===== src/shared/phy_ctl_pkg.sv =====
// constants, field layout and carrier types of the basic control register block
// assumes one 10 MHz core clock; management frames arrive on sampled mdc/mdio pins
//
// Operation
// - decode 32 addresses; vendor range reads zero
// - reset bit starts software reset, self-clears
// - loopback bit selects loopback mode, resets zero
// - speed bit picks 100/10, ignored under autoneg
// - autoneg enable; negotiated result overrides speed, duplex
// - in power-down, first reset write only wakes
// - following reset write resets and relatches straps
// - isolate bit cuts device from mac interface
// - restart bit restarts autoneg, self-clears, resets zero
// - duplex bit: full/half, default inverse duplex strap
// - collision test bit, resets zero
// - autoneg, isolate, speed defaults come from straps
package phy_ctl_pkg;

  // management register space
  localparam int unsigned NUM_REGS            = 32;
  localparam logic [4:0]  BASIC_CONTROL_ADDR  = 5'h00;
  localparam logic [4:0]  VENDOR_BASE_ADDR    = 5'h10;

  // basic control field positions
  localparam int unsigned RESET_BIT      = 15;
  localparam int unsigned LOOPBACK_BIT   = 14;
  localparam int unsigned SPEED_BIT      = 13;
  localparam int unsigned AN_ENABLE_BIT  = 12;
  localparam int unsigned POWER_DOWN_BIT = 11;
  localparam int unsigned ISOLATE_BIT    = 10;
  localparam int unsigned AN_RESTART_BIT = 9;
  localparam int unsigned DUPLEX_BIT     = 8;
  localparam int unsigned COL_TEST_BIT   = 7;
  localparam int unsigned RSV_MSB        = 6;

  // frame layout and counts
  localparam logic [5:0]  PREAMBLE_LEN   = 6'h20;
  localparam logic [4:0]  HDR_LAST       = 5'h0c;
  localparam logic [4:0]  DATA_LAST      = 5'h0f;
  localparam logic [4:0]  RSV_FIRST_CNT  = 5'h09;
  localparam logic [1:0]  OP_READ        = 2'h2;
  localparam logic [1:0]  OP_WRITE       = 2'h1;

  // cycles the strap values are reloaded after any reset
  localparam logic [1:0]  STRAP_LOAD_CYCLES = 2'h3;
  localparam int unsigned SYNC_STAGES       = 2;

  // sampled strapping pins
  typedef struct packed {
    logic       autoneg_enable_strap;
    logic       isolate_strap;
    logic       speed_strap;
    logic       duplex_strap;
    logic [4:0] phy_addr_strap;
  } strap_t;

  // stored control bits
  typedef struct packed {
    logic loopback;
    logic speed;
    logic an_enable;
    logic power_down;
    logic isolate;
    logic duplex;
    logic col_test;
  } ctl_bits_t;

  // mode seen by the rest of the transceiver
  typedef struct packed {
    logic loopback;
    logic speed_100;
    logic an_enable;
    logic power_down;
    logic isolate;
    logic full_duplex;
    logic col_test;
    logic an_restart;
    logic soft_reset;
  } mode_t;

  // management frame walker states
  typedef enum logic [2:0] {
    idle_s,
    hdr_s,
    ta_s,
    rd_s,
    wr_s
  } mdio_state_t;

  // whole state of the control block
  typedef struct packed {
    mdio_state_t state;
    logic [5:0]  pre_cnt;
    logic [4:0]  bit_cnt;
    logic [15:0] shift;
    logic        is_read;
    logic [4:0]  reg_addr;
    logic        mdo;
    logic        mdoe;
    logic        mdc_q;
    ctl_bits_t   ctl;
    logic        eff_speed;
    logic        eff_duplex;
    logic [1:0]  load_cnt;
    logic        soft_rst;
    logic        an_rst;
  } phy_state_t;

endpackage


===== src/design/phy_basic_control_register.sv =====
// basic control register of a 10/100 transceiver, reached over mdc/mdio
// assumes mdc well below clk_i/4; negotiation engine shares clk_i
`timescale 1ns/10ps
module phy_basic_control_register (
  input  wire logic                 clk_i,
  input  wire logic                 rst_i,
  input  wire logic                 mdc_i,
  input  wire logic                 mdio_i,
  output logic                      mdio_o,
  output logic                      mdio_oe_o,
  input  wire phy_ctl_pkg::strap_t  strap_i,
  input  wire logic                 an_speed_100_i,
  input  wire logic                 an_full_duplex_i,
  output phy_ctl_pkg::mode_t        mode_o
);

  localparam int unsigned SW = $bits(phy_ctl_pkg::strap_t) + 2;

  phy_ctl_pkg::phy_state_t r;         // registered state
  phy_ctl_pkg::phy_state_t n;         // next state
  phy_ctl_pkg::strap_t     strap_s;   // synchronised straps
  logic                    mdc_s;     // synchronised mdc
  logic                    mdio_s;    // synchronised mdio
  logic [SW-1:0]           sync_q;    // synchroniser output
  logic                    mdc_rise;  // one cycle per mdc rising edge
  logic [12:0]             hdr;       // st bit, op, phy and reg address
  logic [15:0]             wdata;     // completed write data
  logic                    wr_commit; // write to basic control lands now
  logic [15:0]             img;       // read image of the addressed reg

  // all pins pass two flops first
  sync_stages #(
    .WIDTH (SW)
  ) u_sync (
    .clk_i (clk_i),
    .rst_i (rst_i),
    .d_i   ({strap_i, mdc_i, mdio_i}),
    .q_o   (sync_q)
  );

  assign strap_s  = sync_q[SW-1:2];
  assign mdc_s    = sync_q[1];
  assign mdio_s   = sync_q[0];

  // edge of the sampled management clock
  assign mdc_rise = mdc_s & ~r.mdc_q;

  // header and data with the newest bit shifted in
  assign hdr      = {r.shift[11:0], mdio_s};
  assign wdata    = {r.shift[14:0], mdio_s};

  // last data bit of a write to address zero
  assign wr_commit = mdc_rise && (r.state == phy_ctl_pkg::wr_s)
                     && (r.bit_cnt == phy_ctl_pkg::DATA_LAST)
                     && (r.reg_addr == phy_ctl_pkg::BASIC_CONTROL_ADDR);

  // read image: only address zero is populated here
  always_comb begin
    img = 16'h0000;
    if (r.reg_addr == phy_ctl_pkg::BASIC_CONTROL_ADDR) begin
      img[phy_ctl_pkg::LOOPBACK_BIT]   = r.ctl.loopback;
      img[phy_ctl_pkg::SPEED_BIT]      = r.ctl.speed;
      img[phy_ctl_pkg::AN_ENABLE_BIT]  = r.ctl.an_enable;
      img[phy_ctl_pkg::POWER_DOWN_BIT] = r.ctl.power_down;
      img[phy_ctl_pkg::ISOLATE_BIT]    = r.ctl.isolate;
      img[phy_ctl_pkg::DUPLEX_BIT]     = r.ctl.duplex;
      img[phy_ctl_pkg::COL_TEST_BIT]   = r.ctl.col_test;
    end
  end

  // next state: frame walker, register writes, strap reload
  always_comb begin
    n          = r;
    n.mdc_q    = mdc_s;
    n.soft_rst = 1'b0;
    n.an_rst   = 1'b0;

    // frame walker advances once per mdc rise
    if (mdc_rise) begin
      case (r.state)
        phy_ctl_pkg::idle_s: begin
          // count preamble ones, a zero after enough starts a frame
          if (mdio_s) begin
            if (r.pre_cnt != phy_ctl_pkg::PREAMBLE_LEN) begin
              n.pre_cnt = r.pre_cnt + 6'h01;
            end
          end else if (r.pre_cnt == phy_ctl_pkg::PREAMBLE_LEN) begin
            n.state   = phy_ctl_pkg::hdr_s;
            n.bit_cnt = 5'h00;
            n.shift   = 16'h0000;
            n.pre_cnt = 6'h00;
          end else begin
            n.pre_cnt = 6'h00;
          end
        end
        phy_ctl_pkg::hdr_s: begin
          // gather start bit, opcode and both addresses
          n.shift   = {r.shift[14:0], mdio_s};
          n.bit_cnt = r.bit_cnt + 5'h01;
          if (r.bit_cnt == phy_ctl_pkg::HDR_LAST) begin
            n.bit_cnt  = 5'h00;
            n.reg_addr = hdr[4:0];
            n.is_read  = (hdr[11:10] == phy_ctl_pkg::OP_READ);
            if (hdr[12] && (hdr[9:5] == strap_s.phy_addr_strap)
                && ((hdr[11:10] == phy_ctl_pkg::OP_READ)
                || (hdr[11:10] == phy_ctl_pkg::OP_WRITE))) begin
              n.state = phy_ctl_pkg::ta_s;
            end else begin
              n.state = phy_ctl_pkg::idle_s;
            end
          end
        end
        phy_ctl_pkg::ta_s: begin
          // turnaround: on reads drive the second bit low
          if (r.bit_cnt == 5'h00) begin
            n.bit_cnt = 5'h01;
            if (r.is_read) begin
              n.mdoe = 1'b1;
              n.mdo  = 1'b0;
            end
          end else begin
            n.bit_cnt = 5'h00;
            if (r.is_read) begin
              n.state = phy_ctl_pkg::rd_s;
              n.shift = img;
              n.mdo   = img[15];
            end else begin
              n.state = phy_ctl_pkg::wr_s;
            end
          end
        end
        phy_ctl_pkg::rd_s: begin
          // shift out msb first, release after bit 0
          if (r.bit_cnt == phy_ctl_pkg::DATA_LAST) begin
            n.state = phy_ctl_pkg::idle_s;
            n.mdoe  = 1'b0;
            n.mdo   = 1'b0;
          end else begin
            n.shift   = {r.shift[14:0], 1'b0};
            n.mdo     = r.shift[14];
            n.bit_cnt = r.bit_cnt + 5'h01;
          end
        end
        phy_ctl_pkg::wr_s: begin
          // shift in msb first; commit handled below
          n.shift   = wdata;
          n.bit_cnt = r.bit_cnt + 5'h01;
          if (r.bit_cnt == phy_ctl_pkg::DATA_LAST) begin
            n.state = phy_ctl_pkg::idle_s;
          end
        end
        default: begin
          n.state = phy_ctl_pkg::idle_s;
          n.mdoe  = 1'b0;
        end
      endcase
    end

    // strap reload after hardware or software reset
    if (r.load_cnt != 2'h0) begin
      n.load_cnt      = r.load_cnt - 2'h1;
      n.ctl.an_enable = strap_s.autoneg_enable_strap;
      n.ctl.isolate   = strap_s.isolate_strap;
      n.ctl.speed     = strap_s.speed_strap;
      n.ctl.duplex    = ~strap_s.duplex_strap;
    end

    // write to basic control
    if (wr_commit) begin
      if (r.ctl.power_down && wdata[phy_ctl_pkg::RESET_BIT]) begin
        n.ctl.power_down = 1'b0;
      end else if (wdata[phy_ctl_pkg::RESET_BIT]) begin
        // full reset: fixed bits clear, strap bits reload
        n.ctl.loopback   = 1'b0;
        n.ctl.power_down = 1'b0;
        n.ctl.col_test   = 1'b0;
        n.soft_rst       = 1'b1;
        n.load_cnt       = phy_ctl_pkg::STRAP_LOAD_CYCLES;
      end else begin
        n.ctl.loopback   = wdata[phy_ctl_pkg::LOOPBACK_BIT];
        n.ctl.speed      = wdata[phy_ctl_pkg::SPEED_BIT];
        n.ctl.an_enable  = wdata[phy_ctl_pkg::AN_ENABLE_BIT];
        n.ctl.power_down = wdata[phy_ctl_pkg::POWER_DOWN_BIT];
        n.ctl.isolate    = wdata[phy_ctl_pkg::ISOLATE_BIT];
        n.ctl.duplex     = wdata[phy_ctl_pkg::DUPLEX_BIT];
        n.ctl.col_test   = wdata[phy_ctl_pkg::COL_TEST_BIT];
        n.an_rst         = wdata[phy_ctl_pkg::AN_RESTART_BIT];
      end
    end

    // negotiated result wins while autoneg is on
    n.eff_speed  = r.ctl.an_enable ? an_speed_100_i : r.ctl.speed;
    n.eff_duplex = r.ctl.an_enable ? an_full_duplex_i : r.ctl.duplex;
  end

  // state register; reset reloads straps once released
  always_ff @(posedge clk_i or posedge rst_i) begin
    if (rst_i) begin
      r          <= '0;
      r.load_cnt <= phy_ctl_pkg::STRAP_LOAD_CYCLES;
    end else begin
      r <= n;
    end
  end

  // pins and mode straight from flops
  assign mdio_o             = r.mdo;
  assign mdio_oe_o          = r.mdoe;
  assign mode_o.loopback    = r.ctl.loopback;
  assign mode_o.speed_100   = r.eff_speed;
  assign mode_o.an_enable   = r.ctl.an_enable;
  assign mode_o.power_down  = r.ctl.power_down;
  assign mode_o.isolate     = r.ctl.isolate;
  assign mode_o.full_duplex = r.eff_duplex;
  assign mode_o.col_test    = r.ctl.col_test;
  assign mode_o.an_restart  = r.an_rst;
  assign mode_o.soft_reset  = r.soft_rst;
endmodule


===== src/design/sync_stages.sv =====
// two flip-flop synchroniser for a bundle of pin inputs
// assumes the inputs are quasi-static or slow against clk_i
`timescale 1ns/10ps
module sync_stages #(
  parameter int unsigned WIDTH = 1
) (
  input  wire logic             clk_i,
  input  wire logic             rst_i,
  input  wire logic [WIDTH-1:0] d_i,
  output logic      [WIDTH-1:0] q_o
);

  // first stage, read only by the second
  logic [WIDTH-1:0] meta_r;

  // two stages, cleared by reset
  always_ff @(posedge clk_i or posedge rst_i) begin
    if (rst_i) begin
      meta_r <= '0;
      q_o    <= '0;
    end else begin
      meta_r <= d_i;
      q_o    <= meta_r;
    end
  end

endmodule


===== config.mk =====
export PLATFORM = sky130hd
export DESIGN_NAME = phy_basic_control_register
export DESIGN_NICKNAME = d
export VERILOG_FILES = /design/src/shared/phy_ctl_pkg.sv /design/src/design/phy_basic_control_register.sv /design/src/design/sync_stages.sv
export SDC_FILE = /design/constraint.sdc
export NUM_CORES = 1
export LEC_CHECK = 0
export BUFFER_PORTS_ARGS = -buffer_cell sky130_fd_sc_hd__buf_2
export CAP_MARGIN = 25
export CORE_AREA = 2 2 75 77
export CTS_BUF_LIST = sky130_fd_sc_hd__clkbuf_16
export DETAILED_ROUTE_END_ITERATION = 12
export DIE_AREA = 0 0 77 79
export PLACE_DENSITY = 0.81
export SLEW_MARGIN = 0
export SYNTH_ARGS = -nofsm -noshare
export SYNTH_HDL_FRONTEND = slang
export SYNTH_HIERARCHICAL = 1
export SYNTH_SLANG_ARGS = --single-unit

===== constraint.sdc =====
create_clock -name clk_i -period 4.5 [get_ports clk_i]
set_input_delay 0.225 -clock clk_i [delete_from_list [all_inputs] [get_ports clk_i]]
set_output_delay 0.225 -clock clk_i [all_outputs]
set_load 0.02 [all_outputs]

Word level (Yosys, flattened, before mapping)
Index checks and enable logic that the tools add are counted.

Bits of input ports: 15. Register bits after elaboration: 73. Output and inout port bits: 11.

$add $sub $neg: 3. Reductions and logical operators: 23. Bitwise logic cells: 5. Multiplexer cells: 46. Equality and inequality tests: 21.

Operators with widths (count): $pmux W21 S5 (1); $mux W21 (3); $mux W16 (2); $mux W3 (8); $mux W2 (9); $mux W6 (3); $ne A2 B2 Y1 const B (9); $mux W1 (13); $pmux W3 S4 (1); $eq A5 B4 Y1 const B (2); $logic_not A5 Y1 (2); $mux W5 (2); $reduce_and A5 Y1 (2); $reduce_and A3 Y1 (3); $mux W4 (2); $reduce_and A7 Y1 (1); $add A6 B1 Y6 const B (1); $eq A3 B2 Y1 const B (2); $eq A6 B6 Y1 const B (1); $logic_and A1 B1 Y1 (6); $ne A6 B6 Y1 const B (1); $reduce_and A6 Y1 (1); $add A5 B1 Y5 const B (1); $eq A5 B5 Y1 (1); other kinds (17) (21).

Logic depth before layout (Yosys ltp)
Depth in word-level cells: 6. Mapped depth: 8. Gate-level depth less buffers: 8.

Modules after synthesis
Netlist, hierarchy kept.

By module, submodules not included: phy_basic_control_register (area an instance 2722.6 µm², seq. area each 1278.7 µm², instances 1, cells each 264); sync_stages (area an instance 554.3 µm², seq. area each 550.5 µm², instances 1, cells each 23).

Worst setup path before layout
Ideal clock, no wire load.

Path type: reg-to-reg. From: register r[38] (netlist bit). To: register r, in the netlist hdr[1]. Required time: 4.397 ns. Clock period less this slack: 2.202 ns. Arrival time: 2.099 ns. Path buffers: 1. Cell stages (with the launch flop): 8. Library setup time: 0.103 ns. Path slack: 2.298 ns. Path through: dfrtp_1 -> ha_1 -> and3_1 -> ha_1 -> a221o_1 -> a211o_1 -> buf_6 -> o41ai_2.

Word-level cells in the longest chain between the ends: 3. Elaborated cells between the ends (all ways): 5. Those cells by class: 3 x eq/ne; 2 x reduce/logical.

RTL lines: start, declared (line phy_basic_control_register.sv:19) `phy_ctl_pkg::phy_state_t r;`; start signal, assigned (line phy_basic_control_register.sv:202) `r <= n;`; $eq A5 B4 Y1 / $logic_not A5 Y1 (equally long branches) (line phy_basic_control_register.sv:134, phy_basic_control_register.sv:115); $ne A2 B2 Y1 (no line); $reduce_and A7 Y1 (no line) (*).

Every way passes the cells marked *; elsewhere a longest branch is shown, timed or not. A chain may end at the register's enable or synchronous reset.

Worst setup path in the final report
From: register r[38] (netlist bit). To: register r[36] (netlist bit).

The elaborated chain is that of the path after synthesis.

==> impl_metrics.env <==
export IMPL_drt_met1_wl_um=2750
export IMPL_worstSkewPairLatency_ns=0.33
export IMPL_tritoncts="yes"
export IMPL_fin_nets=339
export IMPL_ys_flop_type="dfrtp_1"
export IMPL_crit_slowest_cell="a211o_1"
export IMPL_grt_max_degree=31
export IMPL_p_leak_nw=1.76
export IMPL_crit_top_cell="ha_1"
export IMPL_r2r_end="r[36]"
export IMPL_grt_use_total_pct=22.5
export IMPL_die_area_sq_um=6080
export IMPL_cpPeakStageDelay_ns=0.60
export IMPL_path_clk_slew_ns=0.06
export IMPL_first_pass_iters=5
export IMPL_start_util_pct=61.4
export IMPL_synth_seq_area_share_pct=55.8
export IMPL_crit_path_start_kind="register"
export IMPL_areaGrowthSynthToFinish_pct=16.6
export IMPL_coreArea_sq_um=5340
export IMPL_hold_slack_ns=0.0182
export IMPL_synth_area_sq_um=3280
export IMPL_routed_wl_met2_um=3040
export IMPL_yosys_warnings=6
export IMPL_wl_met3_um=295
export IMPL_netlist_instances=287
export IMPL_drive_gt1_share_pct=21.4
export IMPL_clock_fmax_mhz=382
export IMPL_post_cts_buffers=0
export IMPL_hpwl_um=4240
export IMPL_synth_top_cell_area_share_pct=54.2
export IMPL_vias=2257
export IMPL_ir_worst_vdd_mv=0.272
export IMPL_synth_edf_count=0
export IMPL_die_h_um=79
export IMPL_finalSetupTns_ns=0
export IMPL_ios=26
export IMPL_n_fill_cell=356
export IMPL_path_max_fanout=30
export IMPL_grt_pass1_vias=2222
export IMPL_rrSetupSlack_ns=1.89
export IMPL_portBuffers=25
export IMPL_numCtsBuffers=9
export IMPL_setup_violations=0
export IMPL_drc_errors=0
export IMPL_maxCapViolCount=0
export IMPL_netlist_top_cells_area="dfrtp_1 (54%), nand2_1 (4.2%), o21ai_0 (3.8%), mux2_2 (3.4%), ha_1 (2.3%)"
export IMPL_syn_avg_cell_area_sq_um=11.4
export IMPL_hp_class="in2reg"
export IMPL_synth_area_leader_cell="dfrtp_1"
export IMPL_crit_path_end="r[36]"
export IMPL_drv_slew=0
export IMPL_grt_ovfl_total=0
export IMPL_power_density_nw_per_um2=392
export IMPL_drtIter0Drc=215
export IMPL_required_ns=4.68
export IMPL_highest_layer="met4"
export IMPL_drt_total_wl_um=6200
export IMPL_rsz0062_at_grt="no"
export IMPL_wire_per_inst_um=15.7
export IMPL_htree_levels=3
export IMPL_post_route_min_period_ns=2.61
export IMPL_root_buffer="clkbuf_16"
export IMPL_cts_sinks=73
export IMPL_synth_seq_cells=73
export IMPL_synth_nets=308
export IMPL_rows=27
export IMPL_antenna_found_initial=0
export IMPL_fin_crit_sh_pct=58.1
export IMPL_outcome="completed"
export IMPL_startpoint="r[38]"
export IMPL_hold_violations=0
export IMPL_gp_congestion=0.882
export IMPL_vias_per_cell=5.71
export IMPL_grt_pass1_wl_um=10600
export IMPL_worst_r2r_path_depth=7
export IMPL_cts_path_max_buffers=2
export IMPL_reg2reg_from="r[38]"
export IMPL_async_flop_share_pct=100
export IMPL_crit_path_cell_trace="ha_1 -> and3_1 -> ha_1 -> a221o_1 -> a211o_1 -> a221oi_2 -> a21oi_1"
export IMPL_die_width_um=77
export IMPL_fin_worst_skew_ns=0.00514
export IMPL_arrival_ns=2.79
export IMPL_drtAntennaViolNets=0
export IMPL_relSlewSlack_pct=48.0
export IMPL_tightest_slew_ns=0.780
export IMPL_cp_end_kind="register"
export IMPL_num_antenna_cells=0
export IMPL_synth_cell_types=55
export IMPL_crit_type="reg2reg"
export IMPL_final_core_util_pct=71.6
state kept, by name, summed over array words and instances (netlist names):
signal / cells
mode_o: 9
u_sync/meta_r: 11
u_sync/q_o: 11
hdr: 12
mdio_o: 1
r: 28
mdio_oe_o: 1
per-layer routing:
layer  vias to the layer above  global-route usage (%)
met5                         -                       0
met1                      1109                    30.6
met2                        73                    35.9
met3                        13                    4.32
met4                         0                    9.29
li1                       1062                       -
report_power, final:
| group | leakage (nW) | total [mW] | switching [mW] | internal, mW |
|---|---|---|---|---|
| clock | 0.149 | 0.724 | 0.284 | 0.439 |
| combinational | 0.659 | 0.0715 | 0.0327 | 0.0388 |
| sequential | 0.950 | 0.704 | 0.0248 | 0.679 |
| total | 1.76 | 1.50 | 0.342 | 1.16 |
timing repair:
action | CTS | global route
hold buffers | 11 | 0
resized for setup | 0 | 0
endpoints found under the setup margin | 0 | 0
endpoints found under the hold margin | 29 | 0
cells in the mapped netlist (all sizes together), types with 2 or more instances:
master,count
a21oi,5
a31oi,2
a21o,3
nand3b,2
nand3,9
nand2,37
and3,2
mux2i,4
xnor2,4
nor2,11
nor3b,3
buf,13
xor2,2
nor3,2
mux2,13
o21ai,29
nand2b,5
o41ai,3
nor4,3
inv,17
a22o,8
dfrtp,71
dfstp,2
ha,6
a22oi,7
clkbuf,4
cells by family after synthesis:
logic type	after synthesis	share of synthesized area (%)
AO/OA/AOI/OAI	66	14.5
XOR/XNOR	6	1.60
adder cells (fa/ha/maj)	6	2.29
buffers and inverters	34	5.27
flip-flops	73	55.8
multiplexers	17	5.69
AND/OR/NAND/NOR	85	14.8
worst min path at each step:
| stage | startpoint | end | slack (ns) | cells past startpoint |
|---|---|---|---|---|
| 3_5_place_dp | rst_i | mode_o[6] | 0.28 | 2 |
| 2_1_floorplan | rst_i | u_sync/meta_r[0] | 0.21 | 1 |
| 6_report | strap_i[6] | u_sync/meta_r[8] | 0.02 | 1 |
| 5_1_grt | strap_i[6] | u_sync/meta_r[8] | 0.01 | 1 |
| 3_3_place_gp | u_sync/meta_r[0] | u_sync/q_o[0] | 0.33 | 0 |
| 4_1_cts | strap_i[6] | u_sync/meta_r[8] | 0.01 | 1 |
final cells by class:
cell class,instances,area [sq um],share of cell area (%)
clock inverters,7,83.8,2.19
repair buffers,37,255,6.68
flip-flops and latches,73,1830,47.9
multi-input cells,180,1270,33.4
well taps,72,90.1,2.36
inverters,17,63.8,1.67
clock buffers,9,225,5.89
worst max-delay path, delay by kind of cell (launching register included):
kind / cells / cell delay [ns]
fa+ha+maj: 2 / 0.52
compound gates: 4 / 1.34
flops: 1 / 0.41
simple gates: 1 / 0.19
layout by cell type (no fill, tap or decap), types with 2 or more instances in the layout:
cell	n
ha_1	6
a21o_1	3
a22oi_1	7
clkbuf_16	9
nor3b_1	3
a31oi_1	2
buf_2	25
inv_1	16
nor2_2	2
o41ai_1	2
and3_1	2
inv_6	3
a22o_1	8
xnor2_1	4
nand3_1	9
o21ai_1	4
mux2_1	3
dfrtp_1	71
dlygate4sd3_1	11
nand2b_1	5
nor2_1	8
a21oi_1	5
nand2_1	37
nand3b_1	2
o21ai_0	25
dfstp_2	2
xor2_1	2
mux2i_1	4
nor4_1	2
mux2_2	10
stage by stage:
stage | power [mW] | area [sq um] | setup WS [ns] | instances
finish | 1.50 | 3820 | 1.89 | 395
global route | 1.56 | 3820 | 1.71 | 395
CTS | 1.51 | 3820 | 1.89 | 395
detailed placement | 0.781 | 3400 | 1.91 | 368
global placement | 0.774 | 3380 | 1.98 | 367
floorplan | 0.757 | 3280 | 2.30 | 287
No activity file was read; power rests on OpenSTA's default activity.
